==> config.mk <==
export PLATFORM = sky130hd
export DESIGN_NAME = rmiu_core
export DESIGN_NICKNAME = d
export VERILOG_FILES = /design/src/rtl/rmiu_pkg.sv /design/src/rtl/rmiu_result_reg.sv /design/src/rtl/rmiu_core.sv
export SDC_FILE = /design/constraint.sdc
export NUM_CORES = 1
export LEC_CHECK = 0
export BUFFER_PORTS_ARGS = -buffer_cell sky130_fd_sc_hd__buf_2
export CAP_MARGIN = 20
export CORE_AREA = 2 2 154 156
export DETAILED_ROUTE_END_ITERATION = 12
export DIE_AREA = 0 0 156 158
export PLACE_DENSITY = 0.58
export SLEW_MARGIN = 20
export SYNTH_ARGS = -nofsm -noshare
export SYNTH_HDL_FRONTEND = slang
export SYNTH_SLANG_ARGS = --single-unit
==> constraint.sdc <==
create_clock -name i_mclk -period 2.98 [get_ports i_mclk]
set_clock_uncertainty 0.15 [all_clocks]
set_input_delay 0 -clock i_mclk [delete_from_list [all_inputs] [get_ports i_mclk]]
set_output_delay 0 -clock i_mclk [all_outputs]
set_load 0.01 [all_outputs]
==> src/rtl/rmiu_pkg.sv <==
// Package for the register move instruction unit: opcodes, fields, formats
// Assumes a 32-bit instruction word and a host pipeline that supplies operands
package rmiu_pkg;
    // ==========================================================
    // Opcode fields
    localparam logic [5:0] OP_SPECIAL = 6'h00;
    localparam logic [5:0] OP_FPU = 6'h11;
    localparam logic [5:0] OP_COPROC_TWO_OPCODE = 6'h12;
    localparam logic [4:0] SUB_MF = 5'h00;
    localparam logic [4:0] SUB_MFH = 5'h03;
    localparam logic [5:0] FN_COND_MOVE = 6'h01;
    localparam logic [5:0] FN_PROD_UP = 6'h10;
    localparam logic [5:0] FN_PROD_LO = 6'h12;
    localparam logic [5:0] FN_FP_MOV = 6'h06;
    // ==========================================================
    // Float formats
    localparam logic [4:0] FMT_SINGLE = 5'h10;
    localparam logic [4:0] FMT_DOUBLE = 5'h11;
    localparam logic [4:0] FMT_PAIRED = 5'h16;
    // ==========================================================
    // Architecture release and exception codes
    localparam logic [2:0] RELEASE_TWO = 3'h2;
    localparam logic [1:0] EXC_NONE = 2'h0;
    localparam logic [1:0] EXC_RESERVED = 2'h1;
    localparam logic [1:0] EXC_COP_UNUSABLE = 2'h2;
    localparam logic [1:0] EXC_UNIMPL_OP = 2'h3;
    // ==========================================================
    // Decoded operation kinds, one-hot
    typedef enum logic [7:0] {
        RMIU_OP_NONE = 8'h01,
        RMIU_OP_C2_WORD = 8'h02,
        RMIU_OP_FPR_UP = 8'h04,
        RMIU_OP_C2_UP = 8'h08,
        RMIU_OP_PROD_UP = 8'h10,
        RMIU_OP_PROD_LO = 8'h20,
        RMIU_OP_FP_MOV = 8'h40,
        RMIU_OP_MOV_IF_F = 8'h80
    } rmiu_op_t;
endpackage

==> src/rtl/rmiu_result_reg.sv <==
// Result holding register for the register move instruction unit
// Assumes a single clock with a synchronous active-low reset
`timescale 1ns/1ns
`default_nettype none
module rmiu_result_reg #(
    parameter int W = 32
) (
    input wire logic i_mclk,
    input wire logic i_rst_b,
    input wire logic i_load,
    input wire logic [W-1:0] i_d,
    output logic [W-1:0] o_q
);
    always_ff @(posedge i_mclk) begin
        if (!i_rst_b) begin
            o_q <= '0;
        end else if (i_load) begin
            o_q <= i_d;
        end
    end
endmodule
`default_nettype wire

==> src/rtl/rmiu_core.sv <==
// Register move instruction unit: decodes and executes moves between files
// Assumes the pipeline gives operands in the issue cycle; results one cycle later
// How it works
// - Coprocessor-two major with sub-op zero is word copy; target 20:16, select 15:0.
// - Word copy writes the coprocessor word chosen by the select into target.
// - A missing coprocessor register gives whatever value the coprocessor returns.
// - Float major with sub-op 00011 and low bits zero is upper-half copy.
// - Upper-half copy loads float register bits 63..32 into target.
// - Both upper-half copies are reserved before release two, executed after.
// - Coprocessor-two major with sub-op 00011 is coprocessor upper copy.
// - Coprocessor upper copy takes bits 63..32 of the chosen coprocessor register.
// - Special major, function 010000, zero fields: copy product upper into dest.
// - Product upper copy never raises an exception and sees the newest value.
// - Special major, function 010010, same layout: copy product bottom.
// - Product bottom copy never raises and reflects every earlier write.
// - Float major with bits 20:16 zero and function move is float move.
// - Float move copies source to dest; paired form copies both halves.
// - Float move never raises arithmetic exceptions nor touches flag bits.
// - Paired move in sixteen-register mode gives an unpredictable result.
// - Float move may raise unusable, reserved or unimplemented for bad formats; the code raises only unusable or unimplemented, never reserved.
// - Special major, function 000001, bit 17 zero, true/false bit zero: move-if-false.
// - Move-if-false copies source only when the chosen condition bit is zero.
//
// The address-and-strobe port and the register addresses were left to the implementer.
`timescale 1ns/1ns
`default_nettype none
module rmiu_core #(
    parameter logic [2:0] ARCH_RELEASE = 3'h2,
    parameter logic PAIRED_SUPPORTED = 1'b1
) (
    input wire logic i_mclk,
    input wire logic i_rst_b,
    input wire logic i_valid,
    input wire logic [31:0] i_instr,
    input wire logic i_fpu_enabled,
    input wire logic i_coproc_two_opcode_enabled,
    input wire logic i_fpr_width_mode,
    input wire logic [63:0] i_fpr_source_val,
    input wire logic [63:0] i_coproc_two_opcode_val,
    input wire logic [31:0] i_product_upper,
    input wire logic [31:0] i_product_bottom,
    input wire logic [31:0] i_source_reg_val,
    input wire logic [7:0] i_fp_cond_codes,
    output logic o_coproc_two_opcode_rd,
    output logic [15:0] o_coproc_two_opcode_select,
    output logic o_gpr_we,
    output logic [4:0] o_gpr_addr,
    output logic [31:0] o_gpr_data,
    output logic o_fpr_we,
    output logic [4:0] o_fpr_addr,
    output logic [63:0] o_fpr_data,
    output logic o_exc_valid,
    output logic [1:0] o_exc_code,
    output logic o_done
);
    // ==========================================================
    // Field extraction
    logic [5:0] major;
    logic [4:0] sub;
    logic [5:0] func;
    logic [4:0] target_reg;
    logic [4:0] float_source;
    logic [4:0] float_dest;
    logic [4:0] dest_reg;
    logic [2:0] condition_code_select;
    logic true_false_select;
    logic pre_release_two;
    assign major = i_instr[31:26];
    assign sub = i_instr[25:21];
    assign func = i_instr[5:0];
    assign target_reg = i_instr[20:16];
    assign float_source = i_instr[15:11];
    assign float_dest = i_instr[10:6];
    assign dest_reg = i_instr[15:11];
    assign condition_code_select = i_instr[20:18];
    assign true_false_select = i_instr[16];
    assign pre_release_two = ARCH_RELEASE < rmiu_pkg::RELEASE_TWO;

    // Chosen condition bit, kept as a net so checks can look one cycle back
    logic cond_bit;
    assign cond_bit = i_fp_cond_codes[condition_code_select];

    // ==========================================================
    // Decode
    rmiu_pkg::rmiu_op_t op;
    always_comb begin
        op = rmiu_pkg::RMIU_OP_NONE;
        if (major == rmiu_pkg::OP_COPROC_TWO_OPCODE && sub == rmiu_pkg::SUB_MF) begin
            op = rmiu_pkg::RMIU_OP_C2_WORD;
        end else if (major == rmiu_pkg::OP_COPROC_TWO_OPCODE && sub == rmiu_pkg::SUB_MFH) begin
            op = rmiu_pkg::RMIU_OP_C2_UP;
        end else if (major == rmiu_pkg::OP_FPU && sub == rmiu_pkg::SUB_MFH
                && i_instr[10:0] == 11'h000) begin
            op = rmiu_pkg::RMIU_OP_FPR_UP;
        end else if (major == rmiu_pkg::OP_FPU && i_instr[20:16] == 5'h00
                && func == rmiu_pkg::FN_FP_MOV && i_instr[25]) begin
            op = rmiu_pkg::RMIU_OP_FP_MOV;
        end else if (major == rmiu_pkg::OP_SPECIAL && i_instr[25:16] == 10'h000
                && i_instr[10:6] == 5'h00 && func == rmiu_pkg::FN_PROD_UP) begin
            op = rmiu_pkg::RMIU_OP_PROD_UP;
        end else if (major == rmiu_pkg::OP_SPECIAL && i_instr[25:16] == 10'h000
                && i_instr[10:6] == 5'h00 && func == rmiu_pkg::FN_PROD_LO) begin
            op = rmiu_pkg::RMIU_OP_PROD_LO;
        end else if (major == rmiu_pkg::OP_SPECIAL && func == rmiu_pkg::FN_COND_MOVE
                && !i_instr[17] && !true_false_select && i_instr[10:6] == 5'h00) begin
            op = rmiu_pkg::RMIU_OP_MOV_IF_F;
        end
    end

    // ==========================================================
    // Execute: exception and write selection
    logic [1:0] exc_d;
    logic gpr_we_d;
    logic [4:0] gpr_addr_d;
    logic [31:0] gpr_data_d;
    logic fpr_we_d;
    logic fmt_ok;
    always_comb begin
        exc_d = rmiu_pkg::EXC_NONE;
        gpr_we_d = 1'b0;
        gpr_addr_d = target_reg;
        gpr_data_d = 32'h0000_0000;
        fpr_we_d = 1'b0;
        fmt_ok = (sub == rmiu_pkg::FMT_SINGLE) || (sub == rmiu_pkg::FMT_DOUBLE)
            || (sub == rmiu_pkg::FMT_PAIRED && PAIRED_SUPPORTED);
        case (op)
            rmiu_pkg::RMIU_OP_C2_WORD: begin
                if (!i_coproc_two_opcode_enabled) begin
                    exc_d = rmiu_pkg::EXC_COP_UNUSABLE;
                end else begin
                    gpr_we_d = 1'b1;
                    gpr_data_d = i_coproc_two_opcode_val[31:0];
                end
            end
            rmiu_pkg::RMIU_OP_C2_UP: begin
                if (!i_coproc_two_opcode_enabled) begin
                    exc_d = rmiu_pkg::EXC_COP_UNUSABLE;
                end else if (pre_release_two) begin
                    exc_d = rmiu_pkg::EXC_RESERVED;
                end else begin
                    gpr_we_d = 1'b1;
                    gpr_data_d = i_coproc_two_opcode_val[63:32];
                end
            end
            rmiu_pkg::RMIU_OP_FPR_UP: begin
                if (!i_fpu_enabled) begin
                    exc_d = rmiu_pkg::EXC_COP_UNUSABLE;
                end else if (pre_release_two) begin
                    exc_d = rmiu_pkg::EXC_RESERVED;
                end else begin
                    gpr_we_d = 1'b1;
                    gpr_data_d = i_fpr_source_val[63:32];
                end
            end
            rmiu_pkg::RMIU_OP_FP_MOV: begin
                if (!i_fpu_enabled) begin
                    exc_d = rmiu_pkg::EXC_COP_UNUSABLE;
                end else if (!fmt_ok) begin
                    exc_d = rmiu_pkg::EXC_UNIMPL_OP;
                end else begin
                    // Flags are never touched: no arithmetic path exists here
                    fpr_we_d = 1'b1;
                end
            end
            rmiu_pkg::RMIU_OP_PROD_UP: begin
                gpr_we_d = 1'b1;
                gpr_addr_d = dest_reg;
                gpr_data_d = i_product_upper;
            end
            rmiu_pkg::RMIU_OP_PROD_LO: begin
                gpr_we_d = 1'b1;
                gpr_addr_d = dest_reg;
                gpr_data_d = i_product_bottom;
            end
            rmiu_pkg::RMIU_OP_MOV_IF_F: begin
                gpr_addr_d = dest_reg;
                gpr_data_d = i_source_reg_val;
                if (!i_fpu_enabled) begin
                    exc_d = rmiu_pkg::EXC_COP_UNUSABLE;
                end else begin
                    gpr_we_d = !i_fp_cond_codes[condition_code_select];
                end
            end
            default: begin
                exc_d = rmiu_pkg::EXC_NONE;
            end
        endcase
    end

    // ==========================================================
    // Output registers
    logic issue;
    assign issue = i_valid && (op != rmiu_pkg::RMIU_OP_NONE);

    always_ff @(posedge i_mclk) begin
        if (!i_rst_b) begin
            o_gpr_we <= 1'b0;
            o_gpr_addr <= 5'h00;
            o_fpr_we <= 1'b0;
            o_fpr_addr <= 5'h00;
            o_exc_valid <= 1'b0;
            o_exc_code <= rmiu_pkg::EXC_NONE;
            o_done <= 1'b0;
            o_coproc_two_opcode_rd <= 1'b0;
            o_coproc_two_opcode_select <= 16'h0000;
        end else begin
            o_gpr_we <= issue && gpr_we_d;
            o_gpr_addr <= gpr_addr_d;
            o_fpr_we <= issue && fpr_we_d;
            o_fpr_addr <= float_dest;
            o_exc_valid <= issue && (exc_d != rmiu_pkg::EXC_NONE);
            o_exc_code <= issue ? exc_d : rmiu_pkg::EXC_NONE;
            o_done <= issue;
            o_coproc_two_opcode_rd <= issue && i_coproc_two_opcode_enabled && major == rmiu_pkg::OP_COPROC_TWO_OPCODE;
            o_coproc_two_opcode_select <= i_instr[15:0];
        end
    end

    // Whole 64 bits moved so the paired form carries both halves
    rmiu_result_reg #(.W(64)) u_fpr_data (
        .i_mclk(i_mclk),
        .i_rst_b(i_rst_b),
        .i_load(issue && fpr_we_d),
        .i_d(i_fpr_source_val),
        .o_q(o_fpr_data)
    );

    always_ff @(posedge i_mclk) begin
        if (!i_rst_b) begin
            o_gpr_data <= 32'h0000_0000;
        end else if (issue) begin
            o_gpr_data <= gpr_data_d;
        end
    end
endmodule
`default_nettype wire

==> flow_metrics.py <==
metrics = {
    "status": {
        "status": "finished, final reports clean",
    },
    "cells_and_area": {
        "diodes": 0,
        "drive_above_1_share_pct": 34.0,
        "layout_common_cells": "397 x buf_2, 218 x dlygate4sd3_1, 124 x dfxtp_1",
        "fin_nets": 1661,
        "area_growth_pct": 73.8,
        "final_common_cell": "buf_2",
    },
    "clock_network": {
        "post_cts.repair.setup_buffers": 0,
        "clockBufferDepth": 2,
        "cts_tree": "yes",
        "cts.htree.levels": 4,
        "path_clk_slew_ns": 0.06,
        "cts_sinks": 124,
        "clock_latency_ns": 0.40,
        "cts_buffers": 17,
        "clockRootBuffer": "clkbuf_16",
    },
    "routing": {
        "drt-vias-per-instance": 5.14,
        "wl_per_cell_um": 18.9,
        "vias": 8712,
        "drt_iter0_drc": 541,
        "drt_first_pass_iters": 5,
        "drcViolationCount": 0,
        "ant_nets": 0,
        "drt-total-wl_mm": 32.0,
    },
    "place": {
        "place.gp.congestion": 0.835,
        "port_buffers": 397,
        "hpwlAfterDp_mm": 20.9,
        "place_ws_ns": 0.541,
    },
    "worst_setup_path": {
        "worstSetupPathType": "in2reg",
        "endpoint_kind": "flop",
        "startpoint_type": "primary input",
        "r2r_cells": 2,
        "reg2reg_from": "u_fpr_data.o_q[39]$_SDFFE_PN0P_",
        "path_cells": "dlygate4sd3_1 -> buf_2 -> nor3_2 -> dlygate4sd3_1 -> buf_4 -> and4_1 -> buf_6 -> a22o_1 -> dlygate4sd3_1 -> o41ai_1 -> mux2i_1",
        "crit_start": "i_instr[25]",
        "worstPathRequired_ns": 3.11,
        "cpMostUsedCell": "dlygate4sd3_1",
        "crit_slowest_cell": "dlygate4sd3_1",
        "critical_path_arrival_ns": 3.05,
        "max_stage_delay_ns": 0.56,
        "crit_fanout": 26,
    },
    "floorplanning": {
        "dieArea_sq_um": 24600,
        "core-area_sq_um": 23100,
        "die_x_um": 156,
        "pin_count": 399,
        "fp.dieH_um": 158,
        "start_util_pct": 29.2,
        "rows": 56,
    },
    "timing": {
        "finalHoldViolations": 0,
        "fmax_mhz": 342,
        "setup_tns_ns": 0,
        "timing.final.crit_share_pct": 98.3,
        "setup_ws_ns": 0.0518,
        "rsz0062_at_grt": "yes",
        "holdWs_ns": 0.000606,
        "slew_headroom_pct": 38.5,
        "worstMarginPinSlew_ns": 0.923,
        "maxSlewViolCount": 0,
        "fin_crit_ns": 2.93,
        "setup_viol_count_final": 0,
    },
    "min_path": {
        "hold_start": "i_coproc_two_opcode_val[7]",
        "hold-path-cell-count": 5,
        "hp-class": "in2reg",
    },
    "synthesis": {
        "synth_top_area_share_pct": 36.9,
        "synth_area_sq_um": 6730,
        "yosysWarningCount": 0,
        "synth_nets": 1092,
        "synth_top_area_cell": "dfxtp_1",
        "synth_edf_count": 0,
        "synth.ff_latch_count": 124,
        "synth_cells": 822,
        "synth.distinct_cells": 48,
        "avgSynthCellArea_sq_um": 8.19,
        "yosys-top-cells-area": "dfxtp_1 37%, mux2i_1 9.7%, a21oi_1 5.2%",
        "async_flop_share_pct": 0,
        "synth-main-ff-cell": "dfxtp_1",
        "synth_seq_area_share_pct": 36.9,
    },
    "grt": {
        "grt_pass1_vias": 8876,
        "track_usage_pct": 25.0,
        "grt_pass1_wl_mm": 47.7,
        "grt_overflow": 0,
        "grt_max_degree": 81,
        "antenna_found_initial": 0,
    },
    "power_and_ir_drop": {
        "cellLeakagePower_nw": 5.56,
        "total_power_mw": 4.54,
        "powerDensity_nw_per_um2": 388,
        "ir_drop_mv": 0.264,
    },
    "flow_run": {
        "cap_violations": 0,
    },
}
==> synth_stat cells, types with 2 or more instances <==
cell	instances
nor4_2	2
and4_1	2
nor2b_1	2
buf_4	5
o31ai_1	7
nand3_1	69
buf_6	15
buf_1	3
nor3_2	2
clkbuf_1	59
mux4_2	2
and2_1	17
nand4b_1	2
inv_1	68
a22oi_1	6
o41ai_1	26
o21ai_0	21
buf_2	3
or3b_2	3
nor2_1	9
a21oi_1	70
dfxtp_1	124
mux2i_1	65
o21ai_1	51
a22o_1	26
nor3_1	62
o32ai_1	6
and3_1	2
a211oi_1	2
nor3b_1	2
nand4_1	5
nor4_1	35
nand2_1	34
==> cell type report <==
type | count | area [sq um]
fillers | 2161 | 11400
repair buffers | 635 | 4350
multi-input cells | 544 | 3620
flip-flops and latches | 124 | 2480
clock buffers | 19 | 453
well taps | 290 | 363
inverters | 69 | 260
clock inverters | 13 | 165
==> sequential cells by signal, indices dropped and copies added, names as in the netlist <==
signal and flops:
o_exc_code 2, o_gpr_we 1, o_coproc_two_opcode_rd 1, o_fpr_we 1
o_gpr_data 32, o_gpr_addr 5, o_coproc_two_opcode_select 16, o_done 1
o_exc_valid 1, u_fpr_data.o_q 64
==> kinds of logic after synthesis <==
group / share of synthesized area, %
xor gates and xnor gates: 0.130
buffers and inverters: 10.6
AOI/OAI and AO/OA: 20.6
and+or+nand+nor: 21.5
DFF: 36.9
muxes: 10.3
==> layer usage <==
metal | wire [um] | track usage [%] | vias to the layer above
met5 | 0 | 0 | -
met1 | 12800 | 28.9 | 4093
met4 | 1140 | 11.8 | 0
met3 | 2010 | 5.67 | 77
met2 | 16000 | 43.8 | 402
li1 | - | - | 4140
==> per-stage QoR <==
step,std cells,utilization [%],instance area (sq um)
floorplan,822,-,6730
global placement,1444,38.2,8810
detailed placement,1444,38.2,8810
CTS,1694,50.4,11600
global route,1694,50.7,11700
finish,1694,50.7,11700
==> path summary, 6_finish.rpt <==
| path | endpoint | slack [ns] |
|---|---|---|
| min reg2reg | o_gpr_data[30]$_SDFFE_PN0P_ | 0.31 |
| max reg2reg | u_fpr_data.o_q[39]$_SDFFE_PN0P_ | 2.16 |
| min | o_gpr_data[7]$_SDFFE_PN0P_ | 0.0006 |
| max | o_gpr_data[9]$_SDFFE_PN0P_ | 0.05 |
==> power by group <==
| part | leakage (nW) | internal (mW) | switching [mW] |
|---|---|---|---|
| combinational | 4.26 | 0.376 | 0.292 |
| clock | 0.297 | 1.37 | 0.832 |
| sequential | 1.00 | 1.67 | 0.00392 |
| total | 5.56 | 3.42 | 1.13 |
==> worst max-delay path: cells and delay by family <==
kind            cells  cell delay [ns]
buf+inv             6             2.13
compound gates      2             0.56
simple gates        2             0.22
mux                 1             0.12
==> repair_timing <==
item | in CTS | in global routing
endpoints found under the hold margin | 121 | 0
resized for setup | 0 | 13
hold buffers | 218 | 0
setup endpoints to repair | 0 | 21
(Power assumes the default switching activity.)
